===== src/rtl/ccds_pkg.sv =====
package ccds_pkg;
    localparam int MCLK_HZ = 20_000_000;
    localparam int MCLK_NS = 1_000_000_000 / MCLK_HZ;
    // standard-sensor pixel rate is the master clock over eight
    localparam int PIX_DIV = 8;
    localparam int ALT_DIV_FAST = 16;
    localparam int ALT_DIV_SLOW = 32;
    localparam int DIV_W = 6;
    localparam int SER_HALF_NS = 50;
    localparam int SER_HALF_RAW = (SER_HALF_NS + MCLK_NS - 1) / MCLK_NS;
    localparam int SER_HALF_CYC = (SER_HALF_RAW < 1) ? 1 : SER_HALF_RAW;
    localparam int UNIT_MS = 10;
    localparam int INT_MAX_MS = 10_000;
    localparam int INT_MULT_MAX = INT_MAX_MS / UNIT_MS;
    localparam int INT_MULT_W = 10;
    localparam int PIX_W = 12;
    localparam int SW_W = 3;
    localparam int CNT_W = 13;
    localparam int ADDR_W = 3;
    localparam int LDATA_W = 8;
    localparam int SER_W = 16;
    localparam int LOAD_N = 8;
    localparam int FIFO_W = PIX_W + 2;
    localparam int FIFO_D = 16;
    localparam logic [CNT_W-1:0] LINE_LEN [8] = '{13'h0200, 13'h0300, 13'h0400, 13'h0600,
                                                 13'h0800, 13'h0C00, 13'h1000, 13'h0010};
    localparam logic [CNT_W-1:0] FRAME_LEN [8] = '{13'h0200, 13'h0200, 13'h0400, 13'h0400,
                                                  13'h0800, 13'h0800, 13'h1000, 13'h0008};
    // converter word: write bit, address, four fill bits, eight data bits
    localparam logic [SER_W-1:0] LOAD_WORDS [LOAD_N] = '{16'h00D8, 16'h1042, 16'h2000, 16'h3000,
                                                        16'h4000, 16'h5000, 16'h6000, 16'h7000};

    typedef enum logic [2:0] {
        ST_IDLE = 3'b000,
        ST_FLUSH = 3'b001,
        ST_INTEG = 3'b010,
        ST_VSHIFT = 3'b011,
        ST_HREAD = 3'b100
    } ccds_state_t;

    typedef enum logic [1:0] {
        LD_IDLE = 2'b00,
        LD_SHIFT = 2'b01,
        LD_GAP = 2'b10
    } ccds_ld_state_t;

    function automatic logic [1:0] bin_factor(input logic b);
        bin_factor = b ? 2'h2 : 2'h1;
    endfunction : bin_factor

    function automatic logic [SER_W-1:0] make_word(input logic [ADDR_W-1:0] a, input logic [LDATA_W-1:0] d);
        make_word = {1'b0, a, 3'h0, 1'b0, d};
    endfunction : make_word
endpackage : ccds_pkg


===== src/rtl/ccds_stream_if.sv =====
`timescale 1ns/1ps
interface ccds_stream_if #(parameter int W = 14);
    logic valid;
    logic ready;
    logic [W-1:0] data;
    modport src (output valid, output data, input ready);
    modport snk (input valid, input data, output ready);
endinterface : ccds_stream_if


===== src/rtl/ccds_fifo.sv =====
`timescale 1ns/1ps
module ccds_fifo #(
    parameter int W = 14,
    parameter int D = 16
) (
    input wire logic i_clk,
    input wire logic i_arst_n,
    ccds_stream_if.snk wr,
    ccds_stream_if.src rd
);
    localparam int AW = $clog2(D);
    localparam int CW = $clog2(D + 1);
    localparam logic [CW-1:0] FULL = CW'(D);
    localparam logic [AW-1:0] LAST = AW'(D - 1);

    logic [W-1:0] mem [D];
    logic [AW-1:0] wp;
    logic [AW-1:0] rp;
    logic [CW-1:0] cnt;
    wire do_wr = wr.valid && wr.ready;
    wire do_rd = rd.valid && rd.ready;

    assign wr.ready = (cnt != FULL);
    assign rd.valid = (cnt != '0);
    assign rd.data = mem[rp];

    always_ff @(posedge i_clk) begin
        if (do_wr) begin
            mem[wp] <= wr.data;
        end
    end

    always_ff @(posedge i_clk or negedge i_arst_n) begin
        if (!i_arst_n) begin
            wp <= '0;
            rp <= '0;
            cnt <= '0;
        end else begin
            if (do_wr) begin
                wp <= (wp == LAST) ? '0 : wp + 1'b1;
            end
            if (do_rd) begin
                rp <= (rp == LAST) ? '0 : rp + 1'b1;
            end
            cnt <= cnt + CW'(do_wr) - CW'(do_rd);
        end
    end
endmodule : ccds_fifo


===== src/rtl/ccds_sequencer.sv =====
`timescale 1ns/1ps
module ccds_sequencer
    import ccds_pkg::*;
(
    input wire logic I_MCLK,
    input wire logic I_ARST_N,
    input wire logic I_ACQ_N,
    input wire logic I_MODE_STILL,
    input wire logic I_UNIT_TICK,
    input wire logic I_SER_EXT,
    input wire logic I_GRAB_READY,
    input wire logic I_ALT_SENSOR,
    input wire logic [ccds_pkg::SW_W-1:0] I_SENSOR_SEL,
    input wire logic [ccds_pkg::SW_W-1:0] I_BIN_SEL,
    input wire logic [ccds_pkg::INT_MULT_W-1:0] I_INT_MULT,
    input wire logic [ccds_pkg::ADDR_W-1:0] I_LOAD_ADDR,
    input wire logic [ccds_pkg::LDATA_W-1:0] I_LOAD_DATA,
    input wire logic [ccds_pkg::PIX_W-1:0] I_ADC_DATA,
    output logic [ccds_pkg::PIX_W-1:0] O_VIDEO,
    output logic O_FRAME_SYNC,
    output logic O_LINE_SYNC,
    output logic O_PIXEL_SYNC,
    output logic O_INTEGRATION_SYNC,
    output logic O_FRAME_ACTIVE,
    output logic O_H1,
    output logic O_H2,
    output logic O_V1,
    output logic O_V2,
    output logic O_CDS_RST_SAMPLE,
    output logic O_CDS_VID_SAMPLE,
    output logic O_ADC_CLK,
    output logic O_SCLK,
    output logic O_SDATA,
    output logic O_SLOAD_N,
    output logic O_SER_OE_N,
    output logic O_INIT_DONE
);
    import ccds_pkg::*;

    localparam int SYN_W = 6 + 2 * SW_W + INT_MULT_W + ADDR_W + LDATA_W + PIX_W;
    localparam logic [DIV_W-1:0] DIV_STD = DIV_W'(PIX_DIV);
    localparam logic [DIV_W-1:0] DIV_FAST = DIV_W'(ALT_DIV_FAST);
    localparam logic [DIV_W-1:0] DIV_SLOW = DIV_W'(ALT_DIV_SLOW);
    localparam logic [INT_MULT_W-1:0] MULT_MAX = INT_MULT_W'(INT_MULT_MAX);
    localparam logic [3:0] LD_LAST = 4'(LOAD_N);
    localparam logic [4:0] BIT_LAST = 5'(SER_W - 1);
    localparam logic [3:0] HALF_LAST = 4'(SER_HALF_CYC - 1);
    // request idles high; still mode and external serial ownership are the safe levels until pins are seen
    localparam logic [SYN_W-1:0] SYN_RST = {6'h34, {(SYN_W - 6){1'b0}}};

    // two-stage capture of every input pin except clock and reset; only stage two is read
    logic [SYN_W-1:0] syn1;
    logic [SYN_W-1:0] syn2;
    logic acq_n, mode_still, tick, ser_ext, grab_ready, alt_sensor;
    logic [SW_W-1:0] sensor_sel, bin_sel;
    logic [INT_MULT_W-1:0] int_mult;
    logic [ADDR_W-1:0] load_addr;
    logic [LDATA_W-1:0] load_data;
    logic [PIX_W-1:0] adc_data;
    assign {acq_n, mode_still, tick, ser_ext, grab_ready, alt_sensor, sensor_sel, bin_sel,
            int_mult, load_addr, load_data, adc_data} = syn2;

    logic acq_d;
    logic tick_d;
    wire acq_fall = acq_d && !acq_n;
    wire tick_rise = !tick_d && tick;

    always_ff @(posedge I_MCLK or negedge I_ARST_N) begin
        if (!I_ARST_N) begin
            syn1 <= SYN_RST;
            syn2 <= SYN_RST;
            acq_d <= 1'b1;
            tick_d <= 1'b0;
        end else begin
            syn1 <= {I_ACQ_N, I_MODE_STILL, I_UNIT_TICK, I_SER_EXT, I_GRAB_READY, I_ALT_SENSOR, I_SENSOR_SEL,
                     I_BIN_SEL, I_INT_MULT, I_LOAD_ADDR, I_LOAD_DATA, I_ADC_DATA};
            syn2 <= syn1;
            acq_d <= acq_n;
            tick_d <= tick;
        end
    end

    // pixel divider; the alternate sensor has no binning
    wire [DIV_W-1:0] div_sel = !alt_sensor ? DIV_STD :
                               (bin_sel == '0) ? DIV_SLOW : DIV_FAST;
    logic [DIV_W-1:0] div_cnt;
    wire pix_en = (div_cnt >= div_sel - 1'b1);
    wire first_half = (div_cnt < (div_sel >> 1));
    wire samp_rst = (div_cnt == (div_sel >> 2));
    wire samp_vid = (div_cnt == (div_sel >> 1) + (div_sel >> 2));

    ccds_stream_if #(.W(FIFO_W)) push ();
    ccds_stream_if #(.W(FIFO_W)) pop ();

    ccds_state_t state;
    ccds_state_t next_state;
    logic [1:0] sub_cnt;
    logic [CNT_W-1:0] col_cnt;
    logic [CNT_W-1:0] row_cnt;
    logic [INT_MULT_W-1:0] int_cnt;

    wire [CNT_W-1:0] line_len = LINE_LEN[sensor_sel];
    wire [CNT_W-1:0] frame_len = FRAME_LEN[sensor_sel];
    wire [1:0] hb = alt_sensor ? 2'h1 : bin_factor(bin_sel[0]);
    wire [1:0] vb = alt_sensor ? 2'h1 : bin_factor(bin_sel[1]);
    wire [INT_MULT_W-1:0] mult_eff = (int_mult == '0) ? INT_MULT_W'(1) :
                                     (int_mult > MULT_MAX) ? MULT_MAX : int_mult;
    wire h_last = (sub_cnt == hb - 1'b1);
    wire v_last = (sub_cnt == vb - 1'b1);
    wire col_last = (col_cnt == line_len - 1'b1);
    wire row_last = (row_cnt == frame_len - 1'b1);
    wire int_last = (int_cnt == mult_eff - 1'b1);
    wire in_read = (state == ST_VSHIFT) || (state == ST_HREAD);
    wire in_vert = (state == ST_FLUSH) || (state == ST_VSHIFT);
    // a full buffer freezes the readout instead of dropping pixels
    wire adv = pix_en && ((state != ST_HREAD) || push.ready);
    wire pix_done = adv && (state == ST_HREAD) && h_last;

    always_comb begin
        next_state = state;
        unique case (state)
            ST_IDLE: begin
                if (!mode_still) begin
                    next_state = ST_INTEG;
                end else if (acq_fall) begin
                    next_state = ST_FLUSH;
                end
            end
            ST_FLUSH: begin
                if (adv && v_last && row_last) begin
                    next_state = ST_INTEG;
                end
            end
            ST_INTEG: begin
                if (tick_rise && int_last) begin
                    next_state = ST_VSHIFT;
                end
            end
            ST_VSHIFT: begin
                if (adv && v_last) begin
                    next_state = ST_HREAD;
                end
            end
            ST_HREAD: begin
                if (pix_done && col_last) begin
                    next_state = !row_last ? ST_VSHIFT : mode_still ? ST_IDLE : ST_INTEG;
                end
            end
        endcase
    end

    wire st_chg = (next_state != state);

    always_ff @(posedge I_MCLK or negedge I_ARST_N) begin
        if (!I_ARST_N) begin
            div_cnt <= '0;
            state <= ST_IDLE;
            sub_cnt <= '0;
            col_cnt <= '0;
            row_cnt <= '0;
            int_cnt <= '0;
        end else begin
            div_cnt <= pix_en ? '0 : div_cnt + 1'b1;
            state <= next_state;
            if (st_chg) begin
                sub_cnt <= '0;
            end else if (adv && state != ST_IDLE && state != ST_INTEG) begin
                sub_cnt <= ((in_vert && v_last) || (state == ST_HREAD && h_last)) ? 2'h0 : sub_cnt + 1'b1;
            end
            if (pix_done) begin
                col_cnt <= col_last ? '0 : col_cnt + 1'b1;
            end
            if (st_chg && (next_state == ST_FLUSH || next_state == ST_INTEG)) begin
                row_cnt <= '0;
            end else if ((state == ST_FLUSH && adv && v_last) || (pix_done && col_last)) begin
                row_cnt <= row_cnt + 1'b1;
            end
            if (st_chg) begin
                int_cnt <= '0;
            end else if (state == ST_INTEG && tick_rise) begin
                int_cnt <= int_cnt + 1'b1;
            end
        end
    end

    // sensor and converter timing, all from flops
    always_ff @(posedge I_MCLK or negedge I_ARST_N) begin
        if (!I_ARST_N) begin
            {O_V1, O_V2, O_H1, O_H2, O_CDS_RST_SAMPLE, O_CDS_VID_SAMPLE, O_ADC_CLK} <= '0;
            O_INTEGRATION_SYNC <= 1'b0;
            O_FRAME_ACTIVE <= 1'b0;
        end else begin
            O_V1 <= in_vert && first_half;
            O_V2 <= in_vert && !first_half;
            O_H1 <= (state == ST_HREAD) && first_half;
            O_H2 <= (state == ST_HREAD) && !first_half;
            O_CDS_RST_SAMPLE <= (state == ST_HREAD) && samp_rst;
            O_CDS_VID_SAMPLE <= (state == ST_HREAD) && samp_vid;
            O_ADC_CLK <= first_half;
            O_INTEGRATION_SYNC <= (next_state == ST_INTEG);
            O_FRAME_ACTIVE <= (next_state == ST_VSHIFT) || (next_state == ST_HREAD);
        end
    end

    // pixel words carry frame-start and line-start marks
    assign push.valid = pix_done;
    assign push.data = {(col_cnt == '0) && (row_cnt == '0), col_cnt == '0, adc_data};
    assign pop.ready = grab_ready;

    ccds_fifo #(.W(FIFO_W), .D(FIFO_D)) u_fifo (
        .i_clk(I_MCLK),
        .i_arst_n(I_ARST_N),
        .wr(push),
        .rd(pop)
    );

    wire do_pop = pop.valid && pop.ready;

    always_ff @(posedge I_MCLK or negedge I_ARST_N) begin
        if (!I_ARST_N) begin
            O_VIDEO <= '0;
            {O_FRAME_SYNC, O_LINE_SYNC, O_PIXEL_SYNC} <= '0;
        end else begin
            if (do_pop) begin
                O_VIDEO <= pop.data[PIX_W-1:0];
            end
            O_FRAME_SYNC <= do_pop && pop.data[PIX_W+1];
            O_LINE_SYNC <= do_pop && pop.data[PIX_W];
            O_PIXEL_SYNC <= do_pop;
        end
    end

    // converter loader: defaults first, then switch words on capture
    ccds_ld_state_t ld_state;
    logic [3:0] ld_idx;
    logic user_pend;
    logic [SER_W-1:0] shreg;
    logic [4:0] bit_cnt;
    logic [3:0] half_cnt;
    wire init_pend = (ld_idx != LD_LAST);
    wire ld_take = (ld_state == LD_IDLE) && !ser_ext && (init_pend || user_pend);
    wire [SER_W-1:0] ld_word = init_pend ? LOAD_WORDS[ld_idx[2:0]] : make_word(load_addr, load_data);
    wire half_tick = (half_cnt == HALF_LAST);

    always_ff @(posedge I_MCLK or negedge I_ARST_N) begin
        if (!I_ARST_N) begin
            ld_state <= LD_IDLE;
            ld_idx <= '0;
            user_pend <= 1'b0;
            shreg <= '0;
            bit_cnt <= '0;
            half_cnt <= '0;
            {O_SCLK, O_SDATA} <= '0;
            O_SLOAD_N <= 1'b1;
            O_SER_OE_N <= 1'b1;
            O_INIT_DONE <= 1'b0;
        end else begin
            // a capture in the cycle its earlier request is taken stays pending
            user_pend <= acq_fall || (user_pend && !(ld_take && !init_pend));
            O_SER_OE_N <= ser_ext && (ld_state == LD_IDLE);
            O_INIT_DONE <= !init_pend;
            half_cnt <= (ld_state == LD_IDLE || half_tick) ? 4'h0 : half_cnt + 1'b1;
            unique case (ld_state)
                LD_IDLE: begin
                    if (ld_take) begin
                        ld_state <= LD_SHIFT;
                        ld_idx <= init_pend ? ld_idx + 1'b1 : ld_idx;
                        shreg <= ld_word;
                        O_SDATA <= ld_word[SER_W-1];
                        O_SLOAD_N <= 1'b0;
                        bit_cnt <= '0;
                    end
                end
                LD_SHIFT: begin
                    if (half_tick) begin
                        O_SCLK <= !O_SCLK;
                        if (O_SCLK) begin
                            shreg <= {shreg[SER_W-2:0], 1'b0};
                            O_SDATA <= shreg[SER_W-2];
                            bit_cnt <= bit_cnt + 1'b1;
                            if (bit_cnt == BIT_LAST) begin
                                ld_state <= LD_GAP;
                                O_SLOAD_N <= 1'b1;
                            end
                        end
                    end
                end
                LD_GAP: begin
                    if (half_tick) begin
                        ld_state <= LD_IDLE;
                    end
                end
                default: ld_state <= LD_IDLE;
            endcase
        end
    end
endmodule : ccds_sequencer


===== config.mk =====
export PLATFORM = sky130hd
export DESIGN_NAME = ccds_sequencer
export DESIGN_NICKNAME = d
export VERILOG_FILES = /design/src/rtl/ccds_pkg.sv /design/src/rtl/ccds_stream_if.sv /design/src/rtl/ccds_fifo.sv /design/src/rtl/ccds_sequencer.sv
export SDC_FILE = /design/constraint.sdc
export NUM_CORES = 1
export LEC_CHECK = 0
export BUFFER_PORTS_ARGS = -buffer_cell sky130_fd_sc_hd__buf_2
export CAP_MARGIN = 20
export CORE_ASPECT_RATIO = 0.8
export CORE_MARGIN = 4
export CORE_UTILIZATION = 45
export CTS_CLUSTER_DIAMETER = 40
export DETAILED_ROUTE_END_ITERATION = 6
export GPL_ROUTABILITY_DRIVEN = 0
export HOLD_SLACK_MARGIN = 0.02
export PLACE_DENSITY_LB_ADDON = 0.3
export SLEW_MARGIN = 10
export SYNTH_ARGS = -nofsm -noshare
export SYNTH_HDL_FRONTEND = slang
export SYNTH_SLANG_ARGS = --single-unit

===== constraint.sdc =====
create_clock -name I_MCLK -period 6.35 [get_ports I_MCLK]
set_clock_uncertainty 0.2 [all_clocks]
set_input_delay 0.3175 -clock I_MCLK [delete_from_list [all_inputs] [get_ports I_MCLK]]
set_output_delay 0.3175 -clock I_MCLK [all_outputs]
set_load 0.01 [all_outputs]

==> results.yml <==
status:
  status: "finished clean"
floorplanning:
  fp.dieH_um: 185
  core_area_um2: 38400
  die-area_um2: 42500
  rows: 64
  pin_count: 76
  die_x_um: 229
  start_util_pct: 45.9
cts:
  insertion_delay_ps: 550
  cts_resized: 0
  numCtsBuffers: 47
  cts.sinks: 436
  cts-root-buf: "clkbuf_16"
  clk_pin_slew_ps: 60
  hold_buffers: 46
  cts_tree: "done"
  htreeDepth: 2
  clk_path_buf_depth: 3
  post_cts_buffers: 0
timing:
  rsz0062_at_grt: "no"
  hold_violations: 0
  layout_min_cycle_time_ps: 4660
  finalSetupViolCount: 0
  worst_pin_slew_ps: 1040
  fin_ws_ps: 1690
  tns_ps: 0
  min_period_over_period_pct: 73.4
  holdWs_ps: 68.5
  fmax_mhz: 215
  drv_slew: 0
  slew-limit-headroom_pct: 30.4
placed_design:
  io_buffer_count: 75
  dp_slack_ps: 1510
  placed_area_um2: 18600
  placed_cells: 1697
  dpl.hpwl_mm: 20.7
setup_path:
  worstSetupStartpointType: "flop"
  cp-end-kind: "flop"
  crit_required_ps: 6570
  ff2ff_setup_slack_ps: 1690
  cp.arrival_ps: 4880
  r2r_end: "row_cnt[0]$_DFFE_PN0P_"
  crit_chain: "nor3_1 > nand2_1 > ha_1 > a211o_1 > a41o_1 > and4_1 > nor3b_2 > o21a_1 > nor3_2 > nor3_2 > buf_4 > nor3_1"
  cp_max_fo: 23
  timing.rr.start: "syn2[33]$_DFF_PN0_"
  reg2regPathDepth: 12
  slowest_delay_ps: 740
  slowest_stage: "nor3b_2"
  worst-setup-path-type: "reg -> reg"
layout:
  antenna_cells: 0
  drive_gt1_share_pct: 22.0
  fin_cells: 1831
  design_area_um2: 20700
  syn_to_final_growth_pct: 17.2
  fillers: 3107
  final_util_pct: 53.8
  final_nets: 1376
logic_synthesis:
  synth_edf_count: 224
  ys_warn_count: 0
  synthTopCellsByArea: "edfxtp_1 38%, dfrtp_1 29%, mux4_2 8.9%"
  synth-seq-cells: 436
  synth_area_per_cell_um2: 15.3
  ys_seq_area_share_pct: 68.2
  post-synth-top-area-cell: "edfxtp_1"
  synthFlopType: "edfxtp_1"
  synth_cell_types: 75
  netlist_instances: 1156
  netlist.area_leader.share_pct: 38.1
  syn_nets: 1233
  netlist_area_um2: 17600
  async_flop_share_pct: 48.6
global_route:
  grt_usage_pct: 16.7
  grt_max_degree: 149
  grt_pass1_wl_mm: 56.0
  grt_pass1_vias: 10000
  grt_antenna_before_repair: 0
  globalRouteOverflowTotal: 0
power_and_ir_drop:
  power.density_nw_per_um2: 381
  p_leak_nw: 8.01
  power_mw: 7.88
  peakVddDrop_uv: 244
routing:
  num_vias: 9947
  via_per_inst: 5.43
  drt_iter0_drc: 802
  dr.pass1.iters: 4
  route.detailed.drc: 0
  wl_per_cell_um: 19.0
  drt-total-wl_mm: 34.8
  drtAntennaViolNets: 0
hold_path:
  hp-class: "in -> async"
job:
  cap_violations: 0
## layout make-up
cell class / count / area (um2) / share of cell area, %
clock buffers: 57 / 1240 / 6.02
clock inverters: 29 / 332 / 1.60
inverters: 39 / 146 / 0.708
multi-input cells: 630 / 5250 / 25.4
flip-flops and latches: 436 / 12100 / 58.3
well taps: 495 / 619 / 2.99
repair buffers: 145 / 1040 / 5.02
## cell families (layout without fill, tap and decap cells)
kind of cell | count (synthesis) | in the layout | synth area share, %
compound gates | 127 | 127 | 5.30
xor+xnor | 61 | 61 | 3.03
fa+ha+maj | 30 | 30 | 2.17
buf+inv | 90 | 270 | 2.09
flops | 436 | 436 | 68.2
mux | 78 | 78 | 9.40
simple gates | 334 | 334 | 9.76
## worst max-delay path by stage
stage / cells past startpoint / slack, ps / to / startpoint
after floorplan: 9 / 2570 / u_fifo.mem[3][0]$_DFFE_PP_ / syn2[33]$_DFF_PN0_
after global placement: 11 / 1620 / row_cnt[12]$_DFFE_PN0P_ / syn2[33]$_DFF_PN0_
after detailed placement: 11 / 1510 / row_cnt[0]$_DFFE_PN0P_ / syn2[33]$_DFF_PN0_
after CTS: 11 / 1470 / row_cnt[0]$_DFFE_PN0P_ / syn2[33]$_DFF_PN0_
after global routing: 12 / 1250 / row_cnt[1]$_DFFE_PN0P_ / syn2[34]$_DFF_PN0_
final: 12 / 1690 / row_cnt[0]$_DFFE_PN0P_ / syn2[33]$_DFF_PN0_
## cells in the mapped netlist, types with 4 or more instances
library cell  instances
edfxtp_1            224
dfrtp_1             203
nand2_1             106
mux4_2               70
nor2_1               70
inv_1                38
xnor2_1              38
o21ai_0              32
ha_1                 29
nor3_1               28
clkbuf_1             27
nand3_1              23
xor2_1               23
a21oi_1              18
nor3_2               13
and3_1               12
nand2b_1             12
nand4_1              11
buf_1                10
buf_2                 9
dfstp_2               9
or3_1                 8
a22o_1                7
and2_1                7
o211ai_1              7
o221a_2               7
or4_1                 7
a21o_1                6
mux2i_1               6
a211oi_1              5
nor2b_1               5
o31ai_1               5
and4_1                4
nor3b_1               4
or2_2                 4
## critical path, delay by kind of cell (launching register included)
| family | cells | cell delay (ps) |
|---|---|---|
| flops | 1 | 370 |
| fa+ha+maj | 1 | 370 |
| buf+inv | 1 | 290 |
| compound gates | 3 | 610 |
| simple gates | 7 | 2680 |
## routing by layer
| metal | global-route usage [%] | routed length [um] |
|---|---|---|
| met4 | 3.97 | 611 |
| met5 | 0 | 0 |
| met1 | 24.1 | 16100 |
| met2 | 26.8 | 16400 |
| met3 | 2.94 | 1760 |
## placed cells by master (no fill, tap or decap), types with 7 or more instances in the layout
cell type and count:
xnor2_1 38, xor2_1 23, and2_1 7, nand3_1 23
o211ai_1 7, nor2_1 70, clkbuf_1 8, inv_1 38
nand2b_1 12, buf_2 74, dlygate4sd3_1 46, o221a_2 7
ha_1 29, dfstp_2 9, a21oi_1 18, dfrtp_1 201
and3_1 12, or3_1 8, buf_4 23, clkbuf_16 48
mux4_2 70, or4_1 7, nor3_1 24, edfxtp_1 224
o21ai_0 32, clkinv_2 8, nor3_2 17, nand4_1 11
nand2_1 106, a22o_1 7
## power breakdown
group / total (mW) / switching [mW] / internal, mW / leakage, nW
combinational: 1.57 / 0.747 / 0.819 / 2.59
clock: 2.75 / 1.13 / 1.62 / 0.766
sequential: 3.57 / 0.334 / 3.23 / 4.65
## flip-flops by register name, summed over array words and instances, names as in the netlist, 5 cells and up
register / flops
u_fifo.cnt: 5
u_fifo.mem: 224
syn1: 45
col_cnt: 13
O_VIDEO: 12
int_cnt: 10
bit_cnt: 5
syn2: 45
shreg: 15
row_cnt: 13
div_cnt: 6
Power figures use the tool's default switching activity.
